File: src/jhs_regs.vh
// constants of the jaw homing sequencer
`ifndef JHS_REGS_VH
`define JHS_REGS_VH
// operating selector codes
`define JHS_SEL_MOTOR_ON 8'h03
`define JHS_SEL_HOME_OUT 8'h0A
`define JHS_SEL_HOME_IN 8'h0E
`define JHS_SEL_EXT_OUT 8'h10
`define JHS_SEL_EXT_IN 8'h11
// command word value that transfers the parameters
`define JHS_CMD_TRANSFER 16'h0001
`define JHS_CMD_IDLE 16'h0000
// status word bit positions
`define JHS_ST_REFERENCED 0
`define JHS_ST_MOTOR 1
`define JHS_ST_MOTION 2
`define JHS_ST_COMPLETE 3
`define JHS_ST_ACK 12
`define JHS_ST_ERROR 15
// fault codes
`define JHS_FAULT_NONE 16'h0000
`define JHS_FAULT_GRIPPED 16'h0001
// positions in 0.01 mm
`define JHS_POS_ZERO 16'h0000
`define JHS_MAX_STROKE 16'h0FA0
// speed in percent for internal end stop runs
`define JHS_LOW_SPEED 8'h0A
`define JHS_SPEED_ZERO 8'h00
// standstill time that counts as resistance
`define JHS_CLK_MHZ 250
`define JHS_STALL_NS 1000
`define JHS_STALL_CYCLES ((`JHS_STALL_NS * `JHS_CLK_MHZ) / 1000)
`define JHS_STALL_W 12
`endif

File: src/jhs_sequencer.v
// homing sequencer of an electric gripper drive
//
// Contract
// mode 10: outward slow to stop, position 0
// mode 14: inward slow, position max stroke
// internal homing accepted motor on or off
// controller sends no homing while gripped
// mode 3 with command 1 energizes motor
// external homing parameters taken with command 1
// mode 16: outward to stop, load outer target
// controller keeps outer target at least 75
// mode 17: inward to stop, load inner target
// controller keeps inner target within max
// motor off after external homing; re-enable
// fault word zero once operation restarts
// controller prefers ten percent external homing
// controller avoids 16 and 17 on safety jaws
// variants may reference slightly above zero
// ack bit 12 set when data taken
// bit 0 shows valid reference
// bit 1 follows motor state
// set referenced; reject homing when gripped
`timescale 1ns/100ps
`include "jhs_regs.vh"
module jhs_sequencer (
    // clock and reset
    input wire clk_sys_i,
    input wire resetn_i,
    // cyclic process data from the controller
    input wire [7:0] operating_selector_i,
    input wire [15:0] command_word_i,
    input wire [7:0] recipe_index_i,
    input wire [15:0] window_tolerance_i,
    input wire [7:0] travel_speed_percent_i,
    input wire [15:0] outer_target_i,
    input wire [15:0] inner_target_i,
    // gripper state from the profile logic
    input wire gripped_i,
    // raw position from the measuring system pin bus
    input wire [15:0] raw_position_i,
    // motor drive
    output reg motor_enable_o,
    output reg drive_run_o,
    output reg drive_outward_o,
    output reg [7:0] drive_speed_o,
    // cyclic process data to the controller
    output reg [15:0] status_word_o,
    output reg [15:0] fault_code_word_o,
    output reg [15:0] measured_jaw_position_o,
    output reg [7:0] recipe_index_o,
    output reg [15:0] window_tolerance_o
);
    localparam [2:0] ST_IDLE = 3'b001;
    localparam [2:0] ST_RUN = 3'b010;
    localparam [2:0] ST_DONE = 3'b100;

    reg [2:0] state_ff;
    reg [2:0] nxt_state;
    reg [15:0] raw_s1_ff;
    reg [15:0] raw_s2_ff;
    reg [15:0] offset_ff;
    reg [15:0] nxt_offset;
    reg [15:0] ref_value_ff;
    reg [15:0] nxt_ref_value;
    reg [7:0] mode_ff;
    reg [7:0] nxt_mode;
    reg cmd_was_xfer_ff;
    reg ack_ff;
    reg nxt_ack;
    reg referenced_ff;
    reg nxt_referenced;
    reg motor_ff;
    reg nxt_motor;
    reg complete_ff;
    reg nxt_complete;
    reg [15:0] fault_ff;
    reg [15:0] nxt_fault;
    reg run_ff;
    reg nxt_run;
    reg outward_ff;
    reg nxt_outward;
    reg [7:0] speed_ff;
    reg [7:0] nxt_speed;
    reg [7:0] recipe_ff;
    reg [15:0] tol_ff;
    wire stalled;
    wire take;
    wire [15:0] measured;

    // a new transfer is the first cycle that command word holds 1
    assign take = (command_word_i == `JHS_CMD_TRANSFER) && !cmd_was_xfer_ff;
    assign measured = raw_s2_ff - offset_ff;

    function is_homing;
        input [7:0] sel;
        begin
            is_homing = (sel == `JHS_SEL_HOME_OUT) || (sel == `JHS_SEL_HOME_IN) ||
                        (sel == `JHS_SEL_EXT_OUT) || (sel == `JHS_SEL_EXT_IN);
        end
    endfunction

    jhs_stall_detect u_stall (
        .clk_sys_i(clk_sys_i),
        .resetn_i(resetn_i),
        .arm_i(run_ff),
        .position_i(raw_s2_ff),
        .stalled_o(stalled)
    );

    always @* begin
        nxt_state = state_ff;
        nxt_offset = offset_ff;
        nxt_ref_value = ref_value_ff;
        nxt_mode = mode_ff;
        nxt_ack = ack_ff;
        nxt_referenced = referenced_ff;
        nxt_motor = motor_ff;
        nxt_complete = complete_ff;
        nxt_fault = fault_ff;
        nxt_run = run_ff;
        nxt_outward = outward_ff;
        nxt_speed = speed_ff;
        // ack stands until the controller drops the transfer value
        if (command_word_i != `JHS_CMD_TRANSFER) begin
            nxt_ack = 1'b0;
        end
        case (state_ff)
            ST_IDLE: begin
                if (take) begin
                    nxt_ack = 1'b1;
                    nxt_mode = operating_selector_i;
                    if (operating_selector_i == `JHS_SEL_MOTOR_ON) begin
                        nxt_motor = 1'b1;
                        nxt_fault = `JHS_FAULT_NONE;
                    end else if (is_homing(operating_selector_i) && gripped_i) begin
                        nxt_fault = `JHS_FAULT_GRIPPED;
                    end else if (is_homing(operating_selector_i)) begin
                        nxt_motor = 1'b1;
                        nxt_run = 1'b1;
                        nxt_complete = 1'b0;
                        nxt_referenced = 1'b0;
                        nxt_fault = `JHS_FAULT_NONE;
                        nxt_state = ST_RUN;
                        case (operating_selector_i)
                            `JHS_SEL_HOME_OUT: begin
                                nxt_outward = 1'b1;
                                nxt_speed = `JHS_LOW_SPEED;
                                nxt_ref_value = `JHS_POS_ZERO;
                            end
                            `JHS_SEL_HOME_IN: begin
                                nxt_outward = 1'b0;
                                nxt_speed = `JHS_LOW_SPEED;
                                nxt_ref_value = `JHS_MAX_STROKE;
                            end
                            `JHS_SEL_EXT_OUT: begin
                                nxt_outward = 1'b1;
                                nxt_speed = travel_speed_percent_i;
                                nxt_ref_value = outer_target_i;
                            end
                            default: begin
                                nxt_outward = 1'b0;
                                nxt_speed = travel_speed_percent_i;
                                nxt_ref_value = inner_target_i;
                            end
                        endcase
                    end
                end
            end
            ST_RUN: begin
                // resistance or end stop halts the jaws and fixes the reference
                if (stalled) begin
                    nxt_run = 1'b0;
                    nxt_speed = `JHS_SPEED_ZERO;
                    nxt_offset = raw_s2_ff - ref_value_ff;
                    nxt_referenced = 1'b1;
                    nxt_complete = 1'b1;
                    nxt_state = ST_DONE;
                end
            end
            ST_DONE: begin
                if (mode_ff == `JHS_SEL_EXT_OUT || mode_ff == `JHS_SEL_EXT_IN) begin
                    nxt_motor = 1'b0;
                end
                nxt_state = ST_IDLE;
            end
            default: begin
                nxt_state = ST_IDLE;
                nxt_run = 1'b0;
            end
        endcase
    end

    always @(posedge clk_sys_i or negedge resetn_i) begin
        if (!resetn_i) begin
            state_ff <= ST_IDLE;
            raw_s1_ff <= 16'h0000;
            raw_s2_ff <= 16'h0000;
            offset_ff <= 16'h0000;
            ref_value_ff <= 16'h0000;
            mode_ff <= 8'h00;
            cmd_was_xfer_ff <= 1'b0;
            ack_ff <= 1'b0;
            referenced_ff <= 1'b0;
            motor_ff <= 1'b0;
            complete_ff <= 1'b0;
            fault_ff <= `JHS_FAULT_NONE;
            run_ff <= 1'b0;
            outward_ff <= 1'b0;
            speed_ff <= `JHS_SPEED_ZERO;
            recipe_ff <= 8'h00;
            tol_ff <= 16'h0000;
            motor_enable_o <= 1'b0;
            drive_run_o <= 1'b0;
            drive_outward_o <= 1'b0;
            drive_speed_o <= `JHS_SPEED_ZERO;
            status_word_o <= 16'h0000;
            fault_code_word_o <= `JHS_FAULT_NONE;
            measured_jaw_position_o <= 16'h0000;
            recipe_index_o <= 8'h00;
            window_tolerance_o <= 16'h0000;
        end else begin
            raw_s1_ff <= raw_position_i;
            raw_s2_ff <= raw_s1_ff;
            state_ff <= nxt_state;
            offset_ff <= nxt_offset;
            ref_value_ff <= nxt_ref_value;
            mode_ff <= nxt_mode;
            cmd_was_xfer_ff <= (command_word_i == `JHS_CMD_TRANSFER);
            ack_ff <= nxt_ack;
            referenced_ff <= nxt_referenced;
            motor_ff <= nxt_motor;
            complete_ff <= nxt_complete;
            fault_ff <= nxt_fault;
            run_ff <= nxt_run;
            outward_ff <= nxt_outward;
            speed_ff <= nxt_speed;
            // transfers during a run or its done cycle are ignored
            if (take && state_ff == ST_IDLE) begin
                recipe_ff <= recipe_index_i;
                tol_ff <= window_tolerance_i;
            end
            motor_enable_o <= nxt_motor;
            drive_run_o <= nxt_run;
            drive_outward_o <= nxt_outward;
            drive_speed_o <= nxt_speed;
            fault_code_word_o <= nxt_fault;
            measured_jaw_position_o <= measured;
            recipe_index_o <= recipe_ff;
            window_tolerance_o <= tol_ff;
            status_word_o <= 16'h0000;
            status_word_o[`JHS_ST_REFERENCED] <= nxt_referenced;
            status_word_o[`JHS_ST_MOTOR] <= nxt_motor;
            status_word_o[`JHS_ST_MOTION] <= nxt_run;
            status_word_o[`JHS_ST_COMPLETE] <= nxt_complete;
            status_word_o[`JHS_ST_ACK] <= nxt_ack;
            status_word_o[`JHS_ST_ERROR] <= (nxt_fault != `JHS_FAULT_NONE);
        end
    end
endmodule // jhs_sequencer

File: src/jhs_stall_detect.v
// standstill detector: flags resistance when the position stops changing
`timescale 1ns/100ps
`include "jhs_regs.vh"
module jhs_stall_detect (
    // clock and reset
    input wire clk_sys_i,
    input wire resetn_i,
    // control
    input wire arm_i,
    input wire [15:0] position_i,
    // result
    output reg stalled_o
);
    // full-width count first, then cut to the counter width on purpose
    localparam [31:0] STALL_LAST_FULL = `JHS_STALL_CYCLES - 1;
    localparam [`JHS_STALL_W-1:0] STALL_LAST = STALL_LAST_FULL[`JHS_STALL_W-1:0];
    reg [15:0] last_pos_ff;
    reg [`JHS_STALL_W-1:0] still_cnt_ff;
    always @(posedge clk_sys_i or negedge resetn_i) begin
        if (!resetn_i) begin
            last_pos_ff <= 16'h0000;
            still_cnt_ff <= {`JHS_STALL_W{1'b0}};
            stalled_o <= 1'b0;
        end else begin
            last_pos_ff <= position_i;
            if (!arm_i || position_i != last_pos_ff) begin
                still_cnt_ff <= {`JHS_STALL_W{1'b0}};
                stalled_o <= 1'b0;
            end else if (still_cnt_ff == STALL_LAST) begin
                stalled_o <= 1'b1;
            end else begin
                still_cnt_ff <= still_cnt_ff + 1'b1;
            end
        end
    end
endmodule // jhs_stall_detect

File: config.mk
export PLATFORM = sky130hd
export DESIGN_NAME = jhs_sequencer
export DESIGN_NICKNAME = d
export VERILOG_FILES = /design/src/jhs_sequencer.v /design/src/jhs_stall_detect.v
export VERILOG_INCLUDE_DIRS = /design/src /design/src/src
export SDC_FILE = /design/constraint.sdc
export NUM_CORES = 1
export LEC_CHECK = 0
export BUFFER_PORTS_ARGS = -buffer_cell sky130_fd_sc_hd__buf_4
export CORE_UTILIZATION = 40
export CTS_BUF_LIST = sky130_fd_sc_hd__clkbuf_4
export CTS_CLUSTER_SIZE = 20
export DETAILED_ROUTE_END_ITERATION = 16
export SYNTH_ARGS = -nofsm -noshare
export SYNTH_HDL_FRONTEND = slang
export SYNTH_SLANG_ARGS = --single-unit
export TNS_END_PERCENT = 30
File: constraint.sdc
create_clock -name clk_sys_i -period 2.3 [get_ports clk_sys_i]
set_clock_uncertainty 0.1 [all_clocks]
set_input_delay 0.345 -clock clk_sys_i [delete_from_list [all_inputs] [get_ports clk_sys_i]]
set_output_delay 0.345 -clock clk_sys_i [all_outputs]
set_load 0.005 [all_outputs]
Word-level counts from Yosys, hierarchy flattened
Index checks and enable logic that the tools add are counted.
{ "classes": {"n_addsub": 3, "eq_ne": 20, "muxes": 51, "n_bitwise": 2, "n_reduce_logical": 20} }
{ "ops": {"columns": ["operator", "count"], "rows": [
  ["$mux 16", 5],
  ["$mux 8", 6],
  ["$pmux 16 s3", 1],
  ["$eq 8x5->1 const B", 4],
  ["$sub 16x16->16", 2],
  ["$mux 1", 26],
  ["$mux 12", 2],
  ["$eq 16x1->1 const B", 1],
  ["$eq 8x4->1 const B", 2],
  ["$ne 16x1->1 const B", 1],
  ["$ne 16x16->1", 1],
  ["$pmux 8 s2", 1],
  ["$reduce_bool 16->1", 1],
  ["$mux 3", 5],
  ["$add 12x1->12 const B", 1],
  ["$eq 12x8->1 const B", 1],
  ["$reduce_and 5->1", 2],
  ["$eq 8x2->1 const B", 1],
  ["$ne 2x2->1 const B", 4],
  ["$pmux 1 s2", 3],
  ["$pmux 3 s2", 1],
  ["$reduce_and 6->1", 1],
  ["$logic_or 1x1->1", 5],
  ["$ne 2x1->1 const B", 2],
  ["other kinds (10)", 17]
]} }
{ "word_totals": {"reg_bits": 205, "wordCells": 120} }

Longest topological paths before layout
{ "logic_depth": {"word_depth": 10, "depth_mapped": 9} }

By module
Synthesis repeated with hierarchy kept, for this count alone.
{ "unflattened": {"cells_unflattened": 807, "area_unflattened_um2": 8715.9} }
{ "modules_own_cells": {"columns": ["module", "instances", "cells_each", "area_each_um2", "seq_area_each_um2"], "rows": [
  ["jhs_sequencer", 1, 703, 7405.9, 4255.3],
  ["jhs_stall_detect", 1, 104, 1310.0, 725.7]
]} }

Least setup slack after synthesis
No wires, ideal clock.
{ "synth_path": {"kind": "register to register", "start": "register state_ff[0]", "end": "register speed_ff[4]", "setup_time_ps": 119, "arrival_time_ps": 2239, "required_ps": 2081, "setup_slack_ps": -158, "path_stages_with_launch": 9, "n_path_buf": 3, "cell_sequence": "dfstp_2 or4b_4 or2_1 buf_6 or4_4 buf_6 buf_6 nand3_2 o21ai_2"} }
{ "synth_between": {"elab_chain_len": 3} }
{ "synth_rtl": {"columns": ["item", "line", "source"], "rows": [
  ["from (decl)", "jhs_sequencer.v:57", "reg [2:0] state_ff;"],
  ["from (signal assigned)", "jhs_sequencer.v:224", "state_ff <= nxt_state;"],
  ["$eq 3x2->1 / $eq 3x1->1 (equally long branches)", null, null],
  ["$ne 2x1->1 (no source line) (tied with other cells)", null, null],
  ["$reduce_and 6->1 (no source line)", null, null],
  ["to (signal assigned)", "jhs_sequencer.v:209", "speed_ff <= `JHS_SPEED_ZERO;"],
  ["to (signal assigned)", "jhs_sequencer.v:236", "speed_ff <= nxt_speed;"],
  ["to (decl)", "jhs_sequencer.v:82", "reg [7:0] speed_ff;"]
]} }
Parallel ways exist; a longest one is shown, timed or not.
A chain may end at the register's enable or synchronous reset.

Worst setup path after layout
{ "layout_path": {"start": "register state_ff[0]", "end": "register ref_value_ff[5]"} }
{ "layout_between": {"elab_chain_len": 2} }
{ "layout_rtl": {"columns": ["item", "line", "source"], "rows": [
  ["$eq 3x1->1", null, null],
  ["$reduce_and 5->1 (no source line)", null, null],
  ["to (signal assigned)", "jhs_sequencer.v:226", "ref_value_ff <= nxt_ref_value;"],
  ["to (decl)", "jhs_sequencer.v:63", "reg [15:0] ref_value_ff;"]
]} }
No other way between the ends.

==> out/results.tsv <==
stage	metric	value	unit
run_status	outcome	finished with violations	
run_status	violations	setup timing	
logic_synthesis	synth_ff_type	dfrtp_1	
timing	period_share	1.06	
timing	relSlewSlack	0.647	
floorplan	start_util	0.411	
logic_synthesis	synth-seq-cells	199	
clock_tree	insertion_delay	0.56	ns
power_and_ir_drop	p_seq_frac	0.572	
grt	grt_first_pass_wirelength	32.9	mm
worst_setup_path	startpoint_type	flop	
drt	drtIter0Drc	228	
clock_tree	numCtsBuffers	17	
layout	diodes	0	
timing	setup_ws	-0.140	ns
logic_synthesis	ys_seq_area_frac	0.573	
power_and_ir_drop	vdd_drop_max	0.000361	V
power_and_ir_drop	p_comb_frac	0.121	
drt	routed-via-count	6526	
drt	drc	0	
timing	max_freq	410	MHz
floorplan	die_h	149	µm
power_and_ir_drop	power_density	527	nW/µm²
logic_synthesis	synth_cells	751	
logic_synthesis	yosysMostFrequentCell	dfrtp_1	
power_and_ir_drop	p_int	4.54	mW
timing	tightest_slew	0.527	ns
placement	finalWeightedCongestion	0.795	
worst_setup_path	path_max_fanout	32	
timing	fin_crit	2.44	ns
timing	finalSetupViolations	28	
floorplan	pin_count	190	
grt	grt_antenna_before_repair	0	
floorplan	row_count	53	
logic_synthesis	synth_common_cells	198 x dfrtp_1, 59 x nand2_1, 42 x nor2_1, 41 x inv_1	
logic_synthesis	avgSynthCellArea	11.6	µm²
clock_tree	cts_buffer_depth	2	
timing	rsz0062_at_grt	true	
worst_setup_path	crit_type	flop to flop	
timing	hold_violations	0	
power_and_ir_drop	power.total	6.32	mW
layout	area_growth	37.8	%
worst_setup_path	critPathRequiredTime	2.66	ns
placement	port_buffers	179	
logic_synthesis	ys_top_cells_by_area	dfrtp_1 57%, ha_1 4.6%, mux2_2 4.0%	
drt	drt-total-wl	20.4	mm
clock_tree	htree_levels	4	
layout	fill_cells	1860	
drt	ant_nets	0	
layout	drive_above_1_share	0.336	
drt	dr.pass1.iters	5	
run	max-cap-violations	0	
power_and_ir_drop	p_leak	5.66	nW
power_and_ir_drop	clkPwrFrac	0.307	
grt	overflow	0	
drt	avgRoutedWirePerCell	15.0	µm
power_and_ir_drop	sw_frac_of_total	0.282	
worst_hold_path	hold_class	primary input to flop	
grt	grt_start_max_net_pins	67	
clock_tree	post_cts_buffers	0	
layout	seqCellArea	4980	µm²
drt	vias_per_cell	4.81	
clock_tree	cts_root_buf	clkbuf_4	
logic_synthesis	syn_area	8690	µm²
clock_tree	clk_pin_slew	0.18	ns
floorplan	die_area	22300	µm²
timing	slew_violations	0	
power_and_ir_drop	power_switching	1.78	mW
layout	multi_input_area	3450	µm²
clock_tree	cts_tree	yes	
worst_setup_path	cp-end-kind	flop	
worst_setup_path	crit_arrival	2.80	ns
logic_synthesis	yosys.area.top_type	dfrtp_1	
logic_synthesis	async_flop_share	1.00	
layout	nNetsFinal	1211	
floorplan	core_area	21200	µm²
logic_synthesis	ys_types	66	
timing	fin_hold_ws	0.104	ns
grt	grt_pass1_vias	6520	
logic_synthesis	synth_edf_count	0	
placement	dpl.hpwl	14.3	mm
logic_synthesis	yosys.area.top_type_share	0.570	
floorplan	fp.dieW	149	µm
logic_synthesis	yosys_warnings	0	
clock_tree	numClockSinks	199	
grt	grt_use_total	0.190	
==> final cells by class <==
type                            count  share of cell area
Clock buffer                       17              0.0107
Sequential cell                   199               0.416
Tap cell                          275              0.0287
Timing Repair Buffer              328               0.228
Clock inverter                     15              0.0163
Inverter                           41              0.0128
Multi-Input combinational cell    483               0.288
==> what timing repair did <==
action,4_1_cts,5_1_grt
setup endpoints to repair,37,41
resized for setup,11,17
pin swaps,0,4
hold buffers,83,0
hold endpoints to repair,162,0
==> power by group through the flow <==
stage / sequential (mW) / clock, mW / combinational (mW)
finish: 3.61 / 1.94 / 0.764
global route: 3.62 / 2.16 / 0.842
floorplan: 3.67 / 0 / 0.258
global placement: 3.68 / 0 / 0.623
CTS: 3.62 / 2.02 / 0.756
detailed placement: 3.68 / 0 / 0.630
==> logic make-up after synthesis <==
group / after synthesis / synth area share
buffers and inverters: 78 / 0.0463
XOR/XNOR: 43 / 0.0433
AND/OR/NAND/NOR: 207 / 0.122
adder cells (fa/ha/maj): 34 / 0.0507
multiplexers: 31 / 0.0402
other: 1 / 0.000431
AO/OA/AOI/OAI: 158 / 0.124
flip-flops: 199 / 0.573
==> worst max-delay path: stages (launching register included) <==
cell and delay [ns]:
dfstp_2 0.57, or4b_4 0.48, or2_1 0.24, or4_4 0.58, buf_12 0.21, nand2_1 0.10
o21ai_2 0.05
==> layer usage <==
layer	part of all wire	vias up	global-route usage
met5	0	-	0
met4	0.0073	0	0.0454
met3	0.045	8	0.0445
met2	0.49	155	0.314
met1	0.46	3120	0.253
li1	-	3243	-
==> registers in the layout, summed over array words and instances, names as in the netlist, 3 cells and up, named ones only <==
register / count
tol_ff: 16
fault_ff: 16
recipe_index_o: 8
measured_jaw_position_o: 16
state_ff: 3
raw_s2_ff: 16
recipe_ff: 8
u_stall.still_cnt_ff: 12
raw_s1_ff: 16
status_word_o: 3
speed_ff: 8
mode_ff: 7
u_stall.last_pos_ff: 16
window_tolerance_o: 16
offset_ff: 16
ref_value_ff: 16
==> final timing paths <==
path | start | to | slack [ns] | depth (start not counted)
min | outer_target_i[5] | ref_value_ff[5] | 0.10 | 4
min reg2reg | raw_s1_ff[7] | raw_s2_ff[7] | 0.26 | 0
max reg2reg | state_ff[0] | ref_value_ff[5] | -0.14 | 6
max in group asynchronous | resetn_i | state_ff[0] | 1.20 | 3
max | state_ff[0] | ref_value_ff[5] | -0.14 | 6
min in group asynchronous | resetn_i | fault_ff[8] | 0.13 | 2
==> stage by stage <==
step | setup TNS, ns | setup WS [ns] | instance area, µm² | std cells | util
finish | -2.62 | -0.140 | 12000 | 1358 | 0.566
global route | -4.71 | -0.217 | 12000 | 1358 | 0.566
CTS | -2.83 | -0.140 | 11900 | 1358 | 0.564
detailed placement | -4.34 | -0.174 | 10700 | 1243 | 0.507
global placement | -4.99 | -0.195 | 10700 | 1243 | 0.507
floorplan | -3.45 | -0.137 | 8740 | 760 | -
==> cells in the final DEF (no fill, tap or decap), types with 10 or more instances in the layout <==
cell	instances
a21o_1	10
dfrtp_1	196
nor3_1	10
nor2_1	41
nand3_1	16
conb_1	10
mux2_2	31
nor2b_1	16
a22oi_1	10
o21ai_2	24
xor2_1	11
dlygate4sd3_1	83
buf_4	240
xnor2_1	32
ha_1	31
clkbuf_4	17
nand2b_1	13
a21oi_1	29
nand4_1	10
o21ai_0	28
inv_1	41
nand2_1	55
(Power assumes the default switching activity.)
